[src/rtl/rcc_pkg.sv]
// Constants, register layout and timing for the reset cause capture block.
// Assumes an Avalon-MM slave with 32-bit data on a 50 MHz clock.
package rcc_pkg;
  // Register map (byte addresses)
  localparam logic [3:0]  RCC_OFS_STATUS = 4'h0;
  localparam logic [3:0]  RCC_OFS_SHADOW = 4'h4;
  localparam logic [3:0]  RCC_OFS_CTRL   = 4'h8;
  // Status bit positions
  localparam int RCC_B_TRAP = 15;
  localparam int RCC_B_ILL  = 14;
  localparam int RCC_B_CFG  = 9;
  localparam int RCC_B_EXT  = 7;
  localparam int RCC_B_SOFT = 6;
  localparam int RCC_B_WDOG = 4;
  localparam int RCC_B_SLP  = 3;
  localparam int RCC_B_IDL  = 2;
  localparam int RCC_B_BROWN = 1;
  localparam int RCC_B_POR  = 0;
  localparam logic [15:0] RCC_STATUS_MASK = 16'hC2DF;
  localparam logic [15:0] RCC_STATUS_RST  = 16'h0003;
  // Trap levels and opcode
  localparam logic [3:0]  RCC_HARD_LO  = 4'hD;
  localparam logic [3:0]  RCC_HARD_HI  = 4'hF;
  localparam logic [7:0]  RCC_ILL_OP   = 8'h3F;
  localparam logic [23:0] RCC_PC_RESET = 24'h000000;
  // Working registers: all are tracked; only the stack pointer is exempt from the check
  localparam int RCC_NUM_W = 16;
  localparam int RCC_SP_IDX = 15;
  // Reset pulse: one instruction cycle
  localparam int RCC_TCY_NS = 40;
  localparam int RCC_CLK_NS = 20;
  localparam int RCC_PULSE_CYC = (RCC_TCY_NS + RCC_CLK_NS - 1) / RCC_CLK_NS;
  typedef enum logic [1:0] {RCC_IDLE, RCC_HOLD} rcc_state_t;
endpackage

[src/rtl/rcc_reset_cause.sv]
// Reset cause capture: merges reset sources, keeps the cause register.
// Assumes event inputs come from same-clock core logic, pins are async.
`timescale 1ns/100ps
module rcc_reset_cause
  import rcc_pkg::*;
#(
  parameter int PPS_W = 32
)(
  // Clock and reset
  input  wire logic              clk,
  input  wire logic              rstn,
  // Power and pin reset sources (async)
  input  wire logic              por_evt,
  input  wire logic              brownout_evt,
  input  wire logic              master_clear_pin_n,
  // Watchdog and power state
  input  wire logic              watchdog_timeout,
  input  wire logic              cpu_sleep,
  input  wire logic              cpu_idle,
  input  wire logic              power_save_sleep,
  input  wire logic              power_save_idle,
  input  wire logic              watchdog_clear_instruction,
  // Core events
  input  wire logic              soft_reset_instruction,
  input  wire logic              trap_req,
  input  wire logic [3:0]        trap_level,
  input  wire logic              trap_active,
  input  wire logic [3:0]        trap_active_level,
  input  wire logic              exec_valid,
  input  wire logic [7:0]        exec_opcode_hi,
  input  wire logic              w_write,
  input  wire logic [3:0]        w_write_idx,
  input  wire logic              w_ptr_use,
  input  wire logic [3:0]        w_ptr_idx,
  input  wire logic              program_flow_change,
  input  wire logic              vector_flow_change,
  input  wire logic              target_restricted,
  input  wire logic [PPS_W-1:0]  pps_regs,
  // Avalon-MM slave
  input  wire logic [3:0]        avs_address,
  input  wire logic              avs_read,
  input  wire logic              avs_write,
  input  wire logic [31:0]       avs_writedata,
  input  wire logic [3:0]        avs_byteenable,
  output logic [31:0]            avs_readdata,
  output logic                   avs_waitrequest,
  // Reset outputs
  output logic                   system_reset_line,
  output logic                   cpu_wake,
  output logic [23:0]            pc_load,
  output logic                   pc_force,
  output logic [RCC_NUM_W-1:0]   w_init
);

  // Pulse counter is two bits wide, so the pulse must fit in four cycles
  if (PPS_W < 1 || RCC_PULSE_CYC < 1 || RCC_PULSE_CYC > 4)
  begin : g_bad_cfg
    $error("unsupported pin-select width or reset pulse length");
  end

  ////////////////////////////////////////////////////////////////////////////
  // Pin synchronisers
  logic [1:0] por_s_r;
  logic [1:0] brown_s_r;
  logic [1:0] pin_s_r;
  always_ff @(posedge clk or negedge rstn)
    if (!rstn)
    begin
      por_s_r   <= 2'h0;
      brown_s_r <= 2'h0;
      pin_s_r   <= 2'h3;
    end
    else
    begin
      por_s_r   <= {por_s_r[0], por_evt};
      brown_s_r <= {brown_s_r[0], brownout_evt};
      pin_s_r   <= {pin_s_r[0], master_clear_pin_n};
    end

  wire por_q     = por_s_r[1];
  wire brown_q   = brown_s_r[1];
  wire pin_rst_q = ~pin_s_r[1];

  ////////////////////////////////////////////////////////////////////////////
  // Reset source decode
  wire in_low_power = cpu_sleep | cpu_idle;
  wire wdog_rst  = watchdog_timeout & ~in_low_power;
  wire wdog_wake = watchdog_timeout & in_low_power;
  wire new_hard = (trap_level >= RCC_HARD_LO)
                & (trap_level <= RCC_HARD_HI);
  wire act_hard = (trap_active_level >= RCC_HARD_LO)
                & (trap_active_level <= RCC_HARD_HI);
  wire trap_rst = trap_req & trap_active & new_hard & act_hard
                & (trap_level < trap_active_level);
  wire ill_op   = exec_valid & (exec_opcode_hi == RCC_ILL_OP);
  logic [RCC_NUM_W-1:0] w_init_r;
  wire uninit   = w_ptr_use & (w_ptr_idx != RCC_SP_IDX[3:0])
                & ~w_init_r[w_ptr_idx];
  wire flow_chg = program_flow_change | vector_flow_change;
  wire sec_rst  = flow_chg & target_restricted;
  wire ill_rst  = ill_op | uninit | sec_rst;

  logic [PPS_W-1:0] shadow_r;
  logic             shadow_armed_r;
  // A reload write masks the compare so a legitimate update cannot trip it
  wire pps_load = avs_write & (avs_address == RCC_OFS_CTRL)
                & avs_byteenable[0] & avs_writedata[0];
  wire cfg_rst  = shadow_armed_r & ~pps_load
                & (pps_regs != shadow_r);

  wire pwr_rst  = por_q | brown_q;
  wire core_rst = trap_rst | ill_rst | cfg_rst | pin_rst_q;

  ////////////////////////////////////////////////////////////////////////////
  // Reset request: one line for all sources
  rcc_state_t state_r;
  logic [1:0] pulse_cnt_r;
  always_ff @(posedge clk or negedge rstn)
    if (!rstn)
    begin
      state_r     <= RCC_IDLE;
      pulse_cnt_r <= 2'h0;
    end
    else
    begin
      case (state_r)
        RCC_IDLE:
          if (soft_reset_instruction | core_rst | pwr_rst)
          begin
            state_r     <= RCC_HOLD;
            pulse_cnt_r <= RCC_PULSE_CYC[1:0] - 2'h1;
          end
        RCC_HOLD:
          if (pulse_cnt_r != 2'h0)
            pulse_cnt_r <= pulse_cnt_r - 2'h1;
          else if (!(core_rst | pwr_rst))
            state_r <= RCC_IDLE;
        default:
          state_r <= RCC_IDLE;
      endcase
    end

  // Watchdog path bypasses the flops so reset asserts without a clock edge
  assign system_reset_line = (state_r == RCC_HOLD) | wdog_rst;
  assign cpu_wake          = wdog_wake;
  assign pc_force          = system_reset_line;
  assign pc_load           = RCC_PC_RESET;

  ////////////////////////////////////////////////////////////////////////////
  // Working register init tracking and pin-select shadow
  always_ff @(posedge clk or negedge rstn)
    if (!rstn)
    begin
      w_init_r       <= '0;
      shadow_r       <= '0;
      shadow_armed_r <= 1'b0;
    end
    else if (system_reset_line)
    begin
      w_init_r       <= '0;
      shadow_armed_r <= 1'b0;
    end
    else
    begin
      if (w_write)
        w_init_r[w_write_idx] <= 1'b1;
      // Shadow follows legitimate writes via the reload strobe
      if (!shadow_armed_r | pps_load)
        shadow_r <= pps_regs;
      shadow_armed_r <= 1'b1;
    end
  assign w_init = w_init_r;

  ////////////////////////////////////////////////////////////////////////////
  // Register bus: zero wait for writes, one wait cycle for reads
  logic        rd_done_r;
  logic [31:0] rdata_r;
  logic [15:0] status_r;
  wire sel_status = avs_address == RCC_OFS_STATUS;
  wire sel_shadow = avs_address == RCC_OFS_SHADOW;
  wire wr_status  = avs_write & sel_status;
  wire [15:0] be_mask = {{8{avs_byteenable[1]}}, {8{avs_byteenable[0]}}};
  wire [31:0] rd_mux  = sel_status ? {16'h0000, status_r}
                      : sel_shadow ? 32'(shadow_r)
                      : 32'h00000000;
  assign avs_waitrequest = avs_read & ~rd_done_r;
  assign avs_readdata    = rdata_r;

  always_ff @(posedge clk or negedge rstn)
    if (!rstn)
    begin
      rd_done_r <= 1'b0;
      rdata_r   <= 32'h00000000;
    end
    else
    begin
      rd_done_r <= avs_read & ~rd_done_r;
      if (avs_read & ~rd_done_r)
        rdata_r <= rd_mux;
    end

  ////////////////////////////////////////////////////////////////////////////
  // Cause register: software write first, hardware set wins over it
  logic [15:0] set_v;
  logic [15:0] clr_v;
  logic [15:0] status_nxt;
  always_comb
  begin
    set_v = 16'h0000;
    clr_v = 16'h0000;
    set_v[RCC_B_TRAP] = trap_rst;
    set_v[RCC_B_ILL]  = ill_rst;
    set_v[RCC_B_CFG]  = cfg_rst;
    set_v[RCC_B_EXT]  = pin_rst_q;
    set_v[RCC_B_SOFT] = soft_reset_instruction;
    set_v[RCC_B_WDOG] = wdog_rst;
    set_v[RCC_B_SLP]  = power_save_sleep;
    set_v[RCC_B_IDL]  = power_save_idle;
    set_v[RCC_B_BROWN] = pwr_rst;
    set_v[RCC_B_POR]  = por_q;
    if (pwr_rst)
      clr_v = RCC_STATUS_MASK & ~16'h0083;
    if (por_q)
      clr_v[RCC_B_EXT] = 1'b1;
    if (power_save_sleep | power_save_idle | watchdog_clear_instruction)
      clr_v[RCC_B_WDOG] = 1'b1;
    status_nxt = status_r;
    if (wr_status)
      status_nxt = (status_r & ~be_mask)
                 | (avs_writedata[15:0] & be_mask);
    status_nxt = ((status_nxt & ~clr_v) | set_v) & RCC_STATUS_MASK;
  end

  // Async reset models power-on: cause shows power-on and brown-out
  always_ff @(posedge clk or negedge rstn)
    if (!rstn)
      status_r <= RCC_STATUS_RST;
    else
      status_r <= status_nxt;

endmodule

[config.mk]
export PLATFORM = sky130hd
export DESIGN_NAME = rcc_reset_cause
export DESIGN_NICKNAME = d
export VERILOG_FILES = /design/src/rtl/rcc_pkg.sv /design/src/rtl/rcc_reset_cause.sv
export SDC_FILE = /design/constraint.sdc
export NUM_CORES = 1
export LEC_CHECK = 0
export CAP_MARGIN = 20
export CORE_MARGIN = 3
export CORE_UTILIZATION = 45
export CTS_CLUSTER_DIAMETER = 40
export CTS_CLUSTER_SIZE = 10
export DETAILED_ROUTE_END_ITERATION = 6
export DONT_BUFFER_PORTS = 1
export HOLD_SLACK_MARGIN = 0.03
export PLACE_DENSITY = 0.62
export SYNTH_ARGS = -nofsm -noshare
export SYNTH_HDL_FRONTEND = slang
export SYNTH_SLANG_ARGS = --single-unit
[constraint.sdc]
create_clock -name clk -period 3.5 [get_ports clk]
set_clock_uncertainty 0.15 [all_clocks]
set_input_delay 0.175 -clock clk [delete_from_list [all_inputs] [get_ports clk]]
set_output_delay 0.175 -clock clk [all_outputs]
set_load 0.005 [all_outputs]
==> impl_metrics.env, run 1 <==
export IMPL_status="completed"
export IMPL_num_vias=3248
export IMPL_final_area_sq_um=5659
export IMPL_hp_class="input pin to register"
export IMPL_grt_pass1_wl_um=18020
export IMPL_routedWlPerCell_um=18.81
export IMPL_syn_inst=400
export IMPL_instances_no_fill=599
export IMPL_rows=36
export IMPL_cts_setup_buffers=0
export IMPL_dr_pass1_iters=4
export IMPL_area_growth_pct=18.71
export IMPL_irDropWorstVdd_mv=0.2939
export IMPL_synth_most_common_cell="dfrtp_1"
export IMPL_synth_edff_count=0
export IMPL_synth_adder_area_share=0.01050
export IMPL_path_class="register to register"
export IMPL_hpwl_um=7849
export IMPL_synth_cell_types=49
export IMPL_fin_nets=583
export IMPL_max_stage_delay_ns=0.59
export IMPL_hold_violations=0
export IMPL_antennaDiodeCount=0
export IMPL_critPathArrivalTime_ns=2.47
export IMPL_clock_fmax_mhz=425.0
export IMPL_syn_area_per_cell_sq_um=11.92
export IMPL_die_area_sq_um=11860
export IMPL_drc=0
export IMPL_cp_start_kind="register"
export IMPL_die_height_um=108.9
export IMPL_wl_um=11270
export IMPL_synthSimpleGateAreaFrac=0.08661
export IMPL_clkSinkCount=101
export IMPL_root_buffer="clkbuf_8"
export IMPL_synth_top_area_frac=0.5092
export IMPL_power_uw=3016
export IMPL_drt_iter0_markers=168
export IMPL_required_ns=3.62
export IMPL_yosysWarningCount=0
export IMPL_async_flop_share=1.000
export IMPL_drv_slew=0
export IMPL_finalSetupTns_ns=0
export IMPL_clk_pin_slew_ns=0.10
export IMPL_post_place_ws_ns=1.215
export IMPL_grt_util_all_layers=0.1956
export IMPL_worst_pin_slew_ns=0.6906
export IMPL_grt_max_degree=102
export IMPL_cp_slowest_cell="dlygate4sd3_1"
export IMPL_port_buffers=0
export IMPL_timing_final_ws_setup_ns=1.147
export IMPL_die_x_um=108.9
export IMPL_ys_ff_latch=101
export IMPL_synth_top_family_by_area="multiplexers"
export IMPL_vias_per_cell=5.422
export IMPL_tritoncts_num_buffers=9
export IMPL_grt_pass1_vias=3391
export IMPL_antenna_found_initial=0
export IMPL_cts_tree="yes"
export IMPL_synth_ff_type="dfrtp_1"
export IMPL_overflow=0
export IMPL_rsz0062_at_grt="false"
export IMPL_crit_chain="mux4_1 > mux2_2 > nand2_1 > a41oi_2 > dlygate4sd3_1 > o21ai_0"
export IMPL_leakagePower_uw=0.002423
export IMPL_powerDensity_nw_per_um2=532.9
export IMPL_nFillCells=863
export IMPL_synth_compound_area_frac=0.1100
export IMPL_yosysTopAreaCell="dfrtp_1"
export IMPL_worstHoldPathCells=3
export IMPL_post_place_cells=518
export IMPL_maxCapViolations=0
export IMPL_fin_crit_sh=0.6723
export IMPL_multi_input_area_sq_um=2031
export IMPL_layout_drive_gt1_share=0.1416
export IMPL_finalCriticalPeriod_ns=2.353
export IMPL_gp_congestion=0.7301
export IMPL_cts_buffer_depth=2
export IMPL_setup_viol=0
export IMPL_num_io_pins=194
export IMPL_synthTopCellsByArea="dfrtp_1, mux2_2, xnor2_1"
export IMPL_seq_area_frac_synth=0.5312
export IMPL_syn_cell_area_sq_um=4767
export IMPL_reg2regPathDepth=6
export IMPL_synthXorXnorAreaFrac=0.06063
export IMPL_start_util=0.4746
export IMPL_htree_levels=3
export IMPL_cp_end_kind="register"
export IMPL_final_seq_area_sq_um=2532
export IMPL_ant_nets=0
export IMPL_core_sq_um=10040
export IMPL_placed_cell_area_sq_um=4797
export IMPL_synthTopCellsByCount="dfrtp_1, mux2_2, xnor2_1"
export IMPL_muxShareOfSynthArea=0.1378
export IMPL_max_slew_margin=0.5381
export IMPL_clock_latency_ns=0.35
export IMPL_worst_path_max_fanout=3
-- path summary, 6_finish.rpt --
path                                      from  slack (ns)          endpoint
min in group asynchronous                 rstn        0.26  avs_readdata[17]
max in group asynchronous                 rstn        2.54        pin_s_r[0]
worst min-delay path            w_write_idx[0]        0.07        w_init[11]
worst max-delay path                w_init[10]        1.15      status_r[14]
worst min register to register    brown_s_r[0]        0.21      brown_s_r[1]
worst max register to register      w_init[10]        1.15      status_r[14]
-- placed cells by master (no fill, tap or decap), types with 2 or more instances in the layout --
| master | synthesis | layout |
|---|---|---|
| dfrtp_1 | 97 | 97 |
| nor2_1 | 22 | 22 |
| nor3b_1 | 2 | 2 |
| conb_1 | 1 | 24 |
| xnor2_1 | 32 | 32 |
| ha_1 | 4 | 4 |
| mux2_2 | 32 | 32 |
| nand4_1 | 9 | 9 |
| inv_6 | 0 | 2 |
| nor2b_1 | 4 | 4 |
| a21oi_1 | 13 | 13 |
| o21bai_1 | 3 | 3 |
| o31ai_1 | 10 | 10 |
| o21ai_0 | 10 | 10 |
| a31oi_1 | 6 | 6 |
| buf_4 | 25 | 4 |
| a21o_1 | 2 | 2 |
| dfstp_2 | 4 | 4 |
| clkbuf_8 | 0 | 12 |
| mux2i_1 | 21 | 21 |
| mux4_1 | 2 | 2 |
| nand2b_1 | 4 | 3 |
| a22o_1 | 22 | 22 |
| nor4_1 | 2 | 2 |
| nand3_1 | 4 | 4 |
| inv_1 | 9 | 9 |
| nand2_1 | 21 | 21 |
| dlygate4sd3_1 | 0 | 64 |
-- critical path, delay by kind of cell (launching register included) --
family	cells	cell delay [ns]
compound gates	2	0.22
buf+inv	1	0.59
flops	1	0.42
mux	2	0.81
simple gates	1	0.08
-- power by group --
group	switching [uW]	leakage (uW)	internal [uW]
Clock	402	0.0000967	324
Combinational	262	0.00104	410
Sequential	218	0.00129	1400
Total	882	0.00242	2130
-- through the flow --
stage	util	hold slack (ns)
finish	0.5634	0.07396
global route	0.5634	0.08093
CTS	0.5634	0.03510
detailed placement	0.4776	-0.2668
global placement	0.4776	-0.2685
floorplan	-	-0.2706
-- routing by layer --
layer | GRT usage | up-vias | wire length, um
met5 | 0 | - | 0
met4 | 0.03787 | 0 | 82
met3 | 0.05506 | 9 | 811
met2 | 0.3184 | 102 | 5548
met1 | 0.2634 | 1644 | 4824
li1 | - | 1493 | -
-- state kept, by name, indices dropped and copies added, names as in the netlist --
register and count:
status_r 10, shadow_armed_r 1, pin_s_r 2, w_init 16, avs_readdata 32, shadow_r 32
por_s_r 2, rd_done_r 1, brown_s_r 2, pulse_cnt_r 2, state_r 1
-- kinds of logic (layout without fill, tap and decap cells) --
kind of cell,count (synthesis),count (layout)
mux,57,57
other cells,1,24
simple gates,80,80
xor+xnor,33,33
buf+inv,52,95
compound gates,72,72
fa+ha+maj,4,4
flops,101,101
-- final cells by class --
class / instances / area share
Timing Repair Buffer: 69 / 0.1234
Sequential cell: 101 / 0.4475
Tap cell: 133 / 0.02941
Clock inverter: 3 / 0.004422
Inverter: 10 / 0.006633
Clock buffer: 13 / 0.02985
Multi-Input combinational cell: 270 / 0.3588
-- timing repair --
action	4_1_cts	5_1_grt
hold buffers	65	0
endpoints found under the hold margin	175	0
gates resized for setup	0	0
Power figures use the tool's default switching activity.
==> run 2: changes to the inputs <==
==> constraint.sdc (replaced) <==
create_clock -name clk -period 2.4 [get_ports clk]
set_clock_uncertainty 0.15 [all_clocks]
set_input_delay 0.12 -clock clk [delete_from_list [all_inputs] [get_ports clk]]
set_output_delay 0.12 -clock clk [all_outputs]
set_load 0.005 [all_outputs]
==> impl_metrics.env, run 2 (synthesized netlist as in run 1, its figures left out) <==
export IMPL_status="finished, violations left"
export IMPL_violations="hold timing"
export IMPL_cts_buffer_depth=2
export IMPL_finalCriticalPeriod_ns=2.293
export IMPL_area_growth_pct=18.29
export IMPL_grt_util_all_layers=0.1973
export IMPL_root_buffer="clkbuf_8"
export IMPL_drv_slew=0
export IMPL_port_buffers=0
export IMPL_drt_iter0_markers=176
export IMPL_antennaDiodeCount=0
export IMPL_htree_levels=3
export IMPL_overflow=0
export IMPL_clock_latency_ns=0.37
export IMPL_rows=36
export IMPL_fin_hold_ws_ns=-0.7080
export IMPL_max_slew_margin=0.5267
export IMPL_hp_class="input pin to asynchronous set/reset pin"
export IMPL_ctsHoldBuffers=64
export IMPL_finalSetupTns_ns=0
export IMPL_irDropWorstVdd_mv=0.4146
export IMPL_core_sq_um=10040
export IMPL_tritoncts_num_buffers=9
export IMPL_setup_viol=0
export IMPL_fin_nets=583
export IMPL_vias_per_cell=5.551
export IMPL_rsz0062_at_grt="false"
export IMPL_path_class="register to register"
export IMPL_final_cell_mix="dfrtp_1, dlygate4sd3_1, mux2_2, xnor2_1, conb_1"
export IMPL_worst_path_max_fanout=3
export IMPL_grt_pass1_wl_um=17900
export IMPL_antenna_found_initial=0
export IMPL_ant_nets=0
export IMPL_powerDensity_nw_per_um2=774.5
export IMPL_clock_fmax_mhz=436.2
export IMPL_cp_end_kind="register"
export IMPL_num_vias=3325
export IMPL_die_x_um=108.9
export IMPL_start_util=0.4746
export IMPL_grt_max_degree=102
export IMPL_die_area_sq_um=11860
export IMPL_maxCapViolations=0
export IMPL_layout_drive_gt1_share=0.1481
export IMPL_cts_tree="yes"
export IMPL_hold_violations=101
export IMPL_gp_congestion=0.7269
export IMPL_wl_um=11710
export IMPL_dr_pass1_iters=4
export IMPL_fin_crit_sh=0.9553
export IMPL_hpwl_um=7995
export IMPL_die_height_um=108.9
export IMPL_leakagePower_uw=0.002410
export IMPL_routedWlPerCell_um=19.54
export IMPL_worst_pin_slew_ns=0.7075
export IMPL_drc=0
export IMPL_clk_pin_slew_ns=0.10
export IMPL_reg2regPathDepth=6
export IMPL_critPathArrivalTime_ns=2.44
export IMPL_grt_pass1_vias=3416
export IMPL_final_common_cell="dfrtp_1"
export IMPL_required_ns=2.55
export IMPL_cts_setup_buffers=0
export IMPL_num_io_pins=194
export IMPL_clkSinkCount=101
export IMPL_cp_start_kind="register"
run 2: stage by stage:
step	cell area, sq um	util	power, uW	setup WS [ns]	cells
5_1_grt	5639	0.5614	4620	0.03488	599
6_report	5639	0.5614	4368	0.1072	599
4_1_cts	5637	0.5612	4402	0.05193	599
3_3_place_gp	4805	0.4783	3200	0.3476	519
2_1_floorplan	4853	-	3076	0.6443	423
3_5_place_dp	4805	0.4783	3254	0.3165	519
run 2: layout make-up:
class                   instances  area [sq um]
inverters                      10         37.54
well taps                     133         166.4
fillers                       871          4405
clock inverters                 6         53.80
flip-flops and latches        101          2532
repair buffers                 69         678.2
multi-input cells             270          2033
clock buffers                  10         137.6
run 2: worst max-delay path, stage by stage, from the launching register on:
cell	delay [ns]
dfrtp_1	0.43
mux4_2	0.48
mux2_2	0.28
nand2_1	0.08
a41oi_2	0.14
o21ai_0	0.10
dlygate4sd3_1	0.56
run 2: layer usage:
metal	vias up	track usage	wire [um]
met5	-	0	0
met4	0	0.05861	179
met3	16	0.05269	808
met2	114	0.3303	5787
met1	1703	0.2508	4931
li1	1492	-	-
run 2: worst paths after layout:
path / startpoint / end / slack (ns)
hold reg to reg: por_s_r[0] / por_s_r[1] / 0.21
hold / removal: rstn / avs_readdata[17] / -0.71
setup / recovery: w_init[12] / status_r[14] / 0.11
min in group clk: trap_level[2] / status_r[15] / 0.03
max in group asynchronous: rstn / pin_s_r[1] / 2.58
setup reg to reg: w_init[12] / status_r[14] / 0.11
run 2: timing repair:
action | CTS | global route
setup endpoints to repair | 0 | 2
gates resized for setup | 0 | 2
hold endpoints to repair | 176 | 101
run 2: report_power, final:
group	leakage, uW	switching [uW]	internal (uW)
sequential	0.00129	319	2040
clock	0.000101	624	426
combinational	0.00102	362	594
total	0.00241	1300	3060
